### config.mk
export PLATFORM = sky130hd
export DESIGN_NAME = sfd_opcode_decoder
export DESIGN_NICKNAME = d
export VERILOG_FILES = /design/src/rtl/sfd_opcode_decoder.v
export VERILOG_INCLUDE_DIRS = /design/src /design/src/shared
export SDC_FILE = /design/constraint.sdc
export NUM_CORES = 1
export LEC_CHECK = 0
export BUFFER_PORTS_ARGS = -buffer_cell sky130_fd_sc_hd__buf_2
export CORE_UTILIZATION = 45
export DETAILED_ROUTE_END_ITERATION = 8
export PLACE_DENSITY = 0.66
export SKIP_CTS_REPAIR_TIMING = 1
export SYNTH_ARGS = -nofsm -noshare
export SYNTH_HDL_FRONTEND = slang
export SYNTH_SLANG_ARGS = --single-unit
export TNS_END_PERCENT = 5
### constraint.sdc
create_clock -name sys_clk_in -period 2.24 [get_ports sys_clk_in]
set_input_delay 0.224 -clock sys_clk_in [delete_from_list [all_inputs] [get_ports sys_clk_in]]
set_output_delay 0.224 -clock sys_clk_in [all_outputs]
set_load 0.005 [all_outputs]
### src/shared/sfd_map.vh
// opcode codes, operation classes and clock limits for the decoder
// included by the decoder; holds definitions only
`ifndef SFD_MAP_VH
`define SFD_MAP_VH

`define SFD_OP_WRITE_STATUS_CONFIG   8'h01
`define SFD_OP_PAGE_PROGRAM          8'h02
`define SFD_OP_BASIC_READ            8'h03
`define SFD_OP_STATUS_ONE_READ       8'h05
`define SFD_OP_STATUS_TWO_READ       8'h07
`define SFD_OP_QUICK_READ            8'h0B
`define SFD_OP_QUICK_READ_LONG       8'h0C
`define SFD_OP_PAGE_PROGRAM_LONG     8'h12
`define SFD_OP_BASIC_READ_LONG       8'h13
`define SFD_OP_SMALL_ERASE           8'h20
`define SFD_OP_SMALL_ERASE_LONG      8'h21
`define SFD_OP_CLEAR_FAIL_FLAGS      8'h30
`define SFD_OP_FOUR_LANE_PROGRAM     8'h32
`define SFD_OP_FOUR_LANE_PROGRAM_LONG 8'h34
`define SFD_OP_CONFIG_ONE_READ       8'h35
`define SFD_OP_FOUR_LANE_PROGRAM_ALT 8'h38
`define SFD_OP_TWO_OUT_READ          8'h3B
`define SFD_OP_TWO_OUT_READ_LONG     8'h3C
`define SFD_OP_DISCOVERABLE_READ     8'h5A
`define SFD_OP_WHOLE_ERASE           8'h60
`define SFD_OP_FOUR_OUT_READ         8'h6B
`define SFD_OP_FOUR_OUT_READ_LONG    8'h6C
`define SFD_OP_LEGACY_SIGNATURE      8'h90
`define SFD_OP_IDENTIFICATION_READ   8'h9F
`define SFD_OP_ELECTRONIC_SIGNATURE  8'hAB
`define SFD_OP_BANK_ACCESS           8'hB9
`define SFD_OP_TWO_IO_READ           8'hBB
`define SFD_OP_TWO_IO_READ_LONG      8'hBC
`define SFD_OP_WHOLE_ERASE_ALT       8'hC7
`define SFD_OP_LARGE_ERASE           8'hD8
`define SFD_OP_LARGE_ERASE_LONG      8'hDC
`define SFD_OP_FOUR_IO_READ          8'hEB
`define SFD_OP_FOUR_IO_READ_LONG     8'hEC
`define SFD_OP_CONTINUOUS_EXIT       8'hFF

// operation class codes on op_class_out
`define SFD_CL_NONE              5'h00
`define SFD_CL_WRITE_STATUS_CFG  5'h01
`define SFD_CL_PAGE_PROGRAM      5'h02
`define SFD_CL_BASIC_READ        5'h03
`define SFD_CL_STATUS_ONE_READ   5'h04
`define SFD_CL_STATUS_TWO_READ   5'h05
`define SFD_CL_QUICK_READ        5'h06
`define SFD_CL_SMALL_ERASE       5'h07
`define SFD_CL_CLEAR_FAIL        5'h08
`define SFD_CL_FOUR_LANE_PROGRAM 5'h09
`define SFD_CL_CONFIG_ONE_READ   5'h0A
`define SFD_CL_TWO_OUT_READ      5'h0B
`define SFD_CL_FOUR_OUT_READ     5'h0C
`define SFD_CL_TWO_IO_READ       5'h0D
`define SFD_CL_FOUR_IO_READ      5'h0E
`define SFD_CL_DISCOVERABLE_READ 5'h0F
`define SFD_CL_WHOLE_ERASE       5'h10
`define SFD_CL_LARGE_ERASE       5'h11
`define SFD_CL_LEGACY_SIGNATURE  5'h12
`define SFD_CL_IDENTIFICATION    5'h13
`define SFD_CL_BANK_ACCESS       5'h14
`define SFD_CL_ELECTRONIC_SIG    5'h15
`define SFD_CL_CONTINUOUS_EXIT   5'h16

// highest serial clock per command, MHz
`define SFD_FMAX_SLOW_MHZ    7'h32
`define SFD_FMAX_QUAD_PP_MHZ 7'h50
`define SFD_FMAX_FULL_MHZ    7'h6C

// instruction length in serial clocks
`define SFD_INSTR_BITS 4'h8

`endif

### src/rtl/sfd_opcode_decoder.v
// instruction decoder of a serial nor flash, sampled on the system clock
// assumes sys_clk_in well above 2x the serial clock; pins arrive async
`timescale 1ns/1ps
`include "sfd_map.vh"

module sfd_opcode_decoder (
	input  wire       sys_clk_in,
	input  wire       rst_in,
	input  wire       sck_in,
	input  wire       cs_n_in,
	input  wire       io0_in,
	input  wire       long_addr_mode_in,
	input  wire       uniform_sector_in,
	output reg        cmd_valid_out,
	output reg  [7:0] opcode_out,
	output reg  [4:0] op_class_out,
	output reg        long_addr_out,
	output reg        large_sector_256k_out,
	output reg  [6:0] max_clk_mhz_out,
	output reg        unknown_cmd_out,
	output reg        frame_active_out
);

	localparam ST_IDLE  = 3'b001;
	localparam ST_SHIFT = 3'b010;
	localparam ST_DONE  = 3'b100;

	// the decode fires on the rise that brings the eighth bit
	localparam [3:0] LAST_BIT = `SFD_INSTR_BITS - 4'h1;

	reg       sck_prev_r;
	reg [2:0] state_r;
	reg [2:0] state_nxt;
	reg [7:0] shift_r;
	reg [3:0] bit_cnt_r;
	reg [4:0] cls;
	reg       is_long;
	reg [6:0] fmax;

	wire       sck_q;
	wire       cs_n_q;
	wire       io0_q;
	wire       mode_q;
	wire       uni_q;
	wire       sck_rise;
	wire [7:0] byte_full;
	wire       last_bit;
	wire       decode_hit;

	// sck and io0 share one latency, so data lines up with the rise
	sfd_sync_two #(
		.RST_VAL(1'b0)
	) u_sync_sck (
		.sys_clk_in(sys_clk_in),
		.rst_in    (rst_in),
		.pin_in    (sck_in),
		.sync_out  (sck_q)
	);

	// resets deselected, so no false frame follows reset
	sfd_sync_two #(
		.RST_VAL(1'b1)
	) u_sync_cs (
		.sys_clk_in(sys_clk_in),
		.rst_in    (rst_in),
		.pin_in    (cs_n_in),
		.sync_out  (cs_n_q)
	);

	sfd_sync_two #(
		.RST_VAL(1'b0)
	) u_sync_io0 (
		.sys_clk_in(sys_clk_in),
		.rst_in    (rst_in),
		.pin_in    (io0_in),
		.sync_out  (io0_q)
	);

	sfd_sync_two #(
		.RST_VAL(1'b0)
	) u_sync_mode (
		.sys_clk_in(sys_clk_in),
		.rst_in    (rst_in),
		.pin_in    (long_addr_mode_in),
		.sync_out  (mode_q)
	);

	sfd_sync_two #(
		.RST_VAL(1'b0)
	) u_sync_uni (
		.sys_clk_in(sys_clk_in),
		.rst_in    (rst_in),
		.pin_in    (uniform_sector_in),
		.sync_out  (uni_q)
	);

	assign sck_rise   = sck_q & ~sck_prev_r;
	assign byte_full  = {shift_r[6:0], io0_q};
	assign last_bit   = sck_rise && (bit_cnt_r == LAST_BIT);
	assign decode_hit = (state_r == ST_SHIFT) && !cs_n_q && last_bit;

	// idle level of sck is low, so reset makes no false edge
	always @(posedge sys_clk_in) begin
		if (rst_in)
			sck_prev_r <= 1'b0;
		else
			sck_prev_r <= sck_q;
	end

	// classify the assembled byte
	always @* begin
		cls     = `SFD_CL_NONE;
		is_long = mode_q;
		fmax    = `SFD_FMAX_FULL_MHZ;
		case (byte_full)
			`SFD_OP_WRITE_STATUS_CONFIG: cls = `SFD_CL_WRITE_STATUS_CFG;
			`SFD_OP_PAGE_PROGRAM: cls = `SFD_CL_PAGE_PROGRAM;
			`SFD_OP_PAGE_PROGRAM_LONG: begin
				cls     = `SFD_CL_PAGE_PROGRAM;
				is_long = 1'b1;
			end
			`SFD_OP_BASIC_READ: begin
				cls  = `SFD_CL_BASIC_READ;
				fmax = `SFD_FMAX_SLOW_MHZ;
			end
			`SFD_OP_BASIC_READ_LONG: begin
				cls     = `SFD_CL_BASIC_READ;
				is_long = 1'b1;
				fmax    = `SFD_FMAX_SLOW_MHZ;
			end
			`SFD_OP_STATUS_ONE_READ: cls = `SFD_CL_STATUS_ONE_READ;
			`SFD_OP_STATUS_TWO_READ: cls = `SFD_CL_STATUS_TWO_READ;
			`SFD_OP_QUICK_READ: cls = `SFD_CL_QUICK_READ;
			`SFD_OP_QUICK_READ_LONG: begin
				cls     = `SFD_CL_QUICK_READ;
				is_long = 1'b1;
			end
			`SFD_OP_SMALL_ERASE: cls = `SFD_CL_SMALL_ERASE;
			`SFD_OP_SMALL_ERASE_LONG: begin
				cls     = `SFD_CL_SMALL_ERASE;
				is_long = 1'b1;
			end
			`SFD_OP_CLEAR_FAIL_FLAGS: cls = `SFD_CL_CLEAR_FAIL;
			`SFD_OP_FOUR_LANE_PROGRAM,
			`SFD_OP_FOUR_LANE_PROGRAM_ALT: begin
				cls  = `SFD_CL_FOUR_LANE_PROGRAM;
				fmax = `SFD_FMAX_QUAD_PP_MHZ;
			end
			`SFD_OP_FOUR_LANE_PROGRAM_LONG: begin
				cls     = `SFD_CL_FOUR_LANE_PROGRAM;
				is_long = 1'b1;
				fmax    = `SFD_FMAX_QUAD_PP_MHZ;
			end
			`SFD_OP_CONFIG_ONE_READ: cls = `SFD_CL_CONFIG_ONE_READ;
			`SFD_OP_TWO_OUT_READ: cls = `SFD_CL_TWO_OUT_READ;
			`SFD_OP_TWO_OUT_READ_LONG: begin
				cls     = `SFD_CL_TWO_OUT_READ;
				is_long = 1'b1;
			end
			`SFD_OP_FOUR_OUT_READ: cls = `SFD_CL_FOUR_OUT_READ;
			`SFD_OP_FOUR_OUT_READ_LONG: begin
				cls     = `SFD_CL_FOUR_OUT_READ;
				is_long = 1'b1;
			end
			`SFD_OP_TWO_IO_READ: cls = `SFD_CL_TWO_IO_READ;
			`SFD_OP_TWO_IO_READ_LONG: begin
				cls     = `SFD_CL_TWO_IO_READ;
				is_long = 1'b1;
			end
			`SFD_OP_FOUR_IO_READ: cls = `SFD_CL_FOUR_IO_READ;
			`SFD_OP_FOUR_IO_READ_LONG: begin
				cls     = `SFD_CL_FOUR_IO_READ;
				is_long = 1'b1;
			end
			`SFD_OP_DISCOVERABLE_READ: cls = `SFD_CL_DISCOVERABLE_READ;
			`SFD_OP_WHOLE_ERASE,
			`SFD_OP_WHOLE_ERASE_ALT: cls = `SFD_CL_WHOLE_ERASE;
			`SFD_OP_LARGE_ERASE: cls = `SFD_CL_LARGE_ERASE;
			`SFD_OP_LARGE_ERASE_LONG: begin
				cls     = `SFD_CL_LARGE_ERASE;
				is_long = 1'b1;
			end
			`SFD_OP_LEGACY_SIGNATURE: cls = `SFD_CL_LEGACY_SIGNATURE;
			`SFD_OP_IDENTIFICATION_READ: cls = `SFD_CL_IDENTIFICATION;
			`SFD_OP_BANK_ACCESS: cls = `SFD_CL_BANK_ACCESS;
			`SFD_OP_ELECTRONIC_SIGNATURE: begin
				cls  = `SFD_CL_ELECTRONIC_SIG;
				fmax = `SFD_FMAX_SLOW_MHZ;
			end
			`SFD_OP_CONTINUOUS_EXIT: cls = `SFD_CL_CONTINUOUS_EXIT;
			default: cls = `SFD_CL_NONE;
		endcase
	end

	always @* begin
		state_nxt = state_r;
		case (state_r)
			ST_IDLE:
				if (!cs_n_q)
					state_nxt = ST_SHIFT;
			ST_SHIFT:
				if (cs_n_q)
					state_nxt = ST_IDLE;
				else if (last_bit)
					state_nxt = ST_DONE;
			ST_DONE:
				if (cs_n_q)
					state_nxt = ST_IDLE;
			default: state_nxt = ST_IDLE;
		endcase
	end

	always @(posedge sys_clk_in) begin
		if (rst_in) begin
			state_r   <= ST_IDLE;
			shift_r   <= 8'h00;
			bit_cnt_r <= 4'h0;
		end else begin
			state_r <= state_nxt;
			if (state_r != ST_SHIFT) begin
				shift_r   <= 8'h00;
				bit_cnt_r <= 4'h0;
			end else if (sck_rise) begin
				shift_r   <= byte_full;
				bit_cnt_r <= bit_cnt_r + 4'h1;
			end
		end
	end

	// class and unknown flag clear when the frame ends, opcode, address, sector and limit hold to the next decode; pulse marks a known decode
	always @(posedge sys_clk_in) begin
		if (rst_in) begin
			cmd_valid_out         <= 1'b0;
			opcode_out            <= 8'h00;
			op_class_out          <= `SFD_CL_NONE;
			long_addr_out         <= 1'b0;
			large_sector_256k_out <= 1'b0;
			max_clk_mhz_out       <= `SFD_FMAX_FULL_MHZ;
			unknown_cmd_out       <= 1'b0;
			frame_active_out      <= 1'b0;
		end else begin
			frame_active_out <= ~cs_n_q;
			cmd_valid_out    <= 1'b0;
			if (decode_hit) begin
				cmd_valid_out         <= (cls != `SFD_CL_NONE);
				unknown_cmd_out       <= (cls == `SFD_CL_NONE);
				opcode_out            <= byte_full;
				op_class_out          <= cls;
				long_addr_out         <= is_long;
				large_sector_256k_out <= uni_q;
				max_clk_mhz_out       <= fmax;
			end else if (cs_n_q) begin
				op_class_out    <= `SFD_CL_NONE;
				unknown_cmd_out <= 1'b0;
			end
		end
	end

endmodule

// two-flop synchroniser for one asynchronous pin
// only the second stage leaves this module
module sfd_sync_two #(
	parameter [0:0] RST_VAL = 1'b0
) (
	input  wire sys_clk_in,
	input  wire rst_in,
	input  wire pin_in,
	output wire sync_out
);

	reg meta_r;
	reg sync_r;

	// first stage may go metastable; never read outside
	always @(posedge sys_clk_in) begin
		if (rst_in) begin
			meta_r <= RST_VAL;
			sync_r <= RST_VAL;
		end else begin
			meta_r <= pin_in;
			sync_r <= meta_r;
		end
	end

	assign sync_out = sync_r;

endmodule

# == After elaboration in Yosys (flattened, before gate mapping) ==
# Index checks and enable logic that the tools add are counted.
# word_totals
ff_bits,50
in_bits,7
output_inout_bits,25
wordCells,104
# classes
n_addsub,1
n_eq_ne,42
mux,12
bitwise_logic,4
n_reduce_logical,23
# op_table
op,n
one-hot mux 5 bit (22 select lines),1
"== test 8 bit, second input constant",12
"== test 8 x 6 -> 1 bit, second input constant",9
"== test 8 x 7 -> 1 bit, second input constant",4
OR reduction 2 bit,12
"== test 8 x 2 -> 1 bit, second input constant",2
"== test 8 x 3 -> 1 bit, second input constant",2
"== test 8 x 4 -> 1 bit, second input constant",2
"== test 8 x 5 -> 1 bit, second input constant",2
one-hot mux 7 bit (2 select lines),1
2-to-1 mux 3 bit,4
2-to-1 mux 5 bit,2
OR reduction 10 bit,1
one-hot mux 3 bit (3 select lines),1
"== test 8 x 1 -> 1 bit, second input constant",1
"inequality test 3 x 2 -> 1 bit, second input constant",2
OR reduction 3 bit,2
logical NOT 5 bit,1
nonzero test 5 bit,1
"adder 4 x 1 -> 4 bit, second input constant",1
"== test 4 x 3 -> 1 bit, second input constant",1
"== test 3 x 1 -> 1 bit, second input constant",1
"== test 3 x 2 -> 1 bit, second input constant",1
"== test 3 bit, second input constant",1
9 further kinds,15

# == Depth between registers and ports, before layout ==
# logic_depth
depth_word,6
mapped_depth,8
ltp_nobuf,6

# == Hierarchy ==
# A second synthesis with hierarchy kept.
# unflattened
hier_cells,295
hier_area_um2,2422.3
# modules_own_cells
module,instances,cells_each,area_each_um2
sfd_opcode_decoder,1,275,2159.6
sfd_sync_two,5,4,52.6

# == Worst setup path before layout ==
# Ideal clock, no wire load.
# synth_timing
kind,flip-flop to flip-flop
start,register shift_r[1]
end,register unknown_cmd_out
setup_time_ps,124
arrival_time_ps,1584
required_ps,2116
slack_ps,532
path_stages_with_launch,7
n_path_buf,0
synth_period_minus_slack_ps,1708
path_cell_list,dfxtp_1 -> or4_4 -> or3_4 -> o311a_1 -> and3_4 -> nand3_1 -> o21ai_1
# synth_via
elab_chain_cells,5
elab_cells_between_ends,48
# synth_rtl
item,line_no,text
from (decl),sfd_opcode_decoder.v:34,reg [7:0] shift_r;
from (signal assigned),sfd_opcode_decoder.v:224,shift_r <= byte_full;
"== test 8 x 6 -> 1 bit, or another cell as far along",sfd_opcode_decoder.v:115,case (byte_full)
"OR reduction 3 bit (no line), or another cell as far along",n/a,
one-hot mux 5 bit (22 select lines) (*),sfd_opcode_decoder.v:115,
logical NOT 5 bit (no line) (*),n/a,
2-to-1 mux 1 bit (*),sfd_opcode_decoder.v:244,if (decode_hit) begin
to (signal assigned),sfd_opcode_decoder.v:246,unknown_cmd_out <= (cls == `SFD_CL_NONE);
to (decl),sfd_opcode_decoder.v:20,"output reg unknown_cmd_out,"
# Every way passes the cells marked *; elsewhere a longest branch is shown, timed or not.
# A chain may end at the register's enable or synchronous reset.

# == Worst setup path in the final report ==
# layout_timing
start,register shift_r[5]
end,register max_clk_mhz_out[3]
# layout_via
elab_chain_cells,3
elab_cells_between_ends,9
# layout_rtl
item,line_no,text
"== test 8 bit, or another cell as far along",sfd_opcode_decoder.v:115,
OR reduction 3 bit (no line),n/a,
one-hot mux 7 bit (2 select lines) (*),sfd_opcode_decoder.v:115,
to (signal assigned),sfd_opcode_decoder.v:238,max_clk_mhz_out <= `SFD_FMAX_FULL_MHZ;
to (signal assigned),sfd_opcode_decoder.v:251,max_clk_mhz_out <= fmax;
to (decl),sfd_opcode_decoder.v:19,"output reg [6:0] max_clk_mhz_out,"
# Marks and branches as above.

==> summary.md <==
| Metric | Value |
|---|---|
| Depth of the CTS H-tree | 2 |
| Setup TNS | 0 ps |
| Clk_skew | 10.09 ps |
| I/O Pins | 32 |
| Hold EP | u_sync_cs.meta_r |
| Most common cell after layout, fill and taps aside | nand2_1 |
| CP max stage cell | nor4b_1 |
| Drt first-iter violations | 182 |
| Setup crit start kind | flip-flop |
| Vias in the first global route | 1,842 |
| DP HPWL | 3605 um |
| Via-to-Cell Ratio | 5.412 |
| Final hold vios | 0 |
| Worst-Skew Late Latency | 310 ps |
| Setup crit end kind | flip-flop |
| Leading cell types in the layout, fill and taps excluded | nand2_1 (50), dfxtp_1 (48), buf_2 (30) |
| R2R Path End | max_clk_mhz_out[3] |
| Initial Utilization | 47.72% |
| Worst Reg-to-Reg Cells | 7 |
| Grt ovf | 0 |
| Worst path bufs/invs | 1 |
| CTS tree | yes |
| Outcome | complete, no violations |
| Synth warnings | 0 |
| Layout Area Growth over Synthesis | 12.44% |
| Ant. Diodes | 0 |
| Largest net degree at the start of global routing | 32 |
| Power per Cell Area | 545.6 nW/um^2 |
| RSZ-0062 raised after global routing | no |
| Slew Viols, Final | 0 |
| Worst Hold Class | primary input to flip-flop |
| Leak | 0.9549 nW |
| Flop2flop setup slack | 180 ps |
| Number of remaining DRC errors | 0 |
| CTS Buffer Depth | 2 |
| Flops & latches, synth | 48 |
| Post-route antenna net violation count | 0 |
| CP most frequent cell | nand2b_1 |
| Total Die Area | 5432 um^2 |
| DIE WIDTH | 73.70 um |
| Initial antenna violation count | 0 |
| Core area | 4848 um^2 |
| Wire per inst | 13.62 um |
| Maximum vdd drop | 0.5314 mV |
| Top Family by Delay on Critical Path | simple AND/OR/NAND/NOR gates |
| Rows | 25 |
| Critical Path Source | shift_r[5] |
| Clock transition at path regs | 90 ps |
| Synthesized area per cell | 8.089 um^2 |
| Worst setup path category | flip-flop to flip-flop |
| Port bufs | 30 |
| Pwr Total | 1.419 mW |
| Final wirelength | 5121 um |
| Max_slew headroom | 40.96% |
| Post-synth cell types | 56 |
| TritonCTS sink count | 48 |
| Share of layout cells above drive strength 1 | 19.74% |
| Cells after synthesis | 286 |
| Cts bufs inserted | 5 |
| Hold path cells | 2 |
| Clk root buf | clkbuf_8 |
| Die Y-Extent | 73.70 um |
| Crit path largest cell delay | 480 ps |
| Most used DFF post-synth | dfxtp_1 |
| Setup violators final | 0 |
| Syn nets | 294 |
| Fin crit period | 2058 ps |
| Nets | 317 |
| Sequential area share after synthesis | 41.54% |
| Fmax | 486.0 MHz |
| CP Max Fanout | 6 |
| First-pass GRT wire length | 8845 um |
| Actual slew at the worst max-slew pin | 878.9 ps |
| Hold_sp | cs_n_in |
| Drt first pass iters | 4 |
| Req. time, crit path | 2440 ps |
| Synth async-reset ratio | 0% |
| RR Startpoint | shift_r[5] |
| Crit-path cells | buf_4, nand2b_1, nor4b_1, o311ai_1, nand2b_1, nor2_1, a211o_1 |
| Max-cap violations | 0 |
| Fill cell count | 460 |
| Worst path arrival time | 2260 ps |
| Placer Congestion | 0.8582 |
| Post-synth EDFFs | 0 |
| Mapped Area | 2313 um^2 |
| Gr usage total | 21.14% |
| Crit share post-route | 91.86% |
| Vias | 2,035 |
-- logic make-up (layout without fill, tap and decap cells) --
group	after synthesis	count (layout)	synth area share (%)
AND/OR/NAND/NOR	143	143	32.77
adder cells (fa/ha/maj)	1	1	0.5407
multiplexers	1	1	0.4327
other	1	1	0.1621
flip-flops	48	48	41.54
XOR/XNOR	5	5	1.893
buffers and inverters	28	51	5.570
AO/OA/AOI/OAI	59	59	17.09
-- worst max-delay path by stage --
stage                               endpoint  slack [ps]  cells after the start
after detailed placement  max_clk_mhz_out[3]         270                      7
after CTS                 max_clk_mhz_out[3]         250                      7
after global placement    max_clk_mhz_out[3]         240                      7
final                     max_clk_mhz_out[3]         180                      7
after floorplan              unknown_cmd_out         530                      6
after global routing      max_clk_mhz_out[3]          40                      7
-- synth_stat cells (all sizes together) (2+ instances only) --
cell type	number	share of area, %
and2	2	0.54
o211ai	2	0.65
or3	3	1.0
o21ai	10	2.2
or2	2	0.54
nand3b	2	0.65
xor2	4	1.5
a31oi	4	1.4
nand4	5	1.4
a21o	2	0.65
a2111oi	4	2.1
or4	2	0.81
buf	18	3.9
nand2b	12	3.2
clkbuf	9	1.5
dfxtp	48	42
nand4b	4	1.5
nor4b	2	0.76
nor4	4	1.4
nor2b	17	4.6
nand2	50	8.1
nor3	10	2.2
o21bai	2	0.65
nor2	18	2.9
nand3	5	1.1
a21oi	23	5.0
-- sequential cells by signal (all words and copies together), names as in the netlist, 3 cells and up --
name,flops
bit_cnt_r,4
max_clk_mhz_out,5
op_class_out,5
opcode_out,8
shift_r,7
state_r,3
-- power breakdown --
group          internal [mW]  switching [mW]
Combinational         0.0151          0.0198
Sequential             0.863         0.00769
Clock                  0.212           0.302
-- worst register-to-register path: stages, from the launching register on --
cell and delay, ps:
dfxtp_1 370, buf_4 170, nand2b_1 170, nor4b_1 480, o311ai_1 250, nand2b_1 170
nor2_1 80, a211o_1 260
-- layer usage --
metal  wire, um  global-route usage (%)
met5          0                       0
met2       2411                   33.64
met1       2434                   28.49
met3        192                   4.938
met4         83                   5.983
-- final cells by class --
class,instances,area (um^2),area share [%]
timing repair buffer,43,247.7,9.524
clock inverter,2,12.51,0.4810
inverter,1,3.754,0.1443
tap,67,83.83,3.223
sequential,48,960.9,36.94
clock buffer,5,68.82,2.646
multi-input combinational,210,1224,47.04
-- stage by stage --
stage               hold slack [ps]  area (um^2)  setup slack [ps]  utilization, %  cells
global placement              391.8         2520             237.1           51.97    369
global route                  92.61         2601             37.02           53.65    376
CTS                           89.08         2601             246.2           53.65    376
floorplan                     313.7         2313             532.3               -    286
detailed placement            399.4         2520             271.3           51.97    369
finish                        95.23         2601             182.4           53.65    376
(Power assumes the default switching activity.)
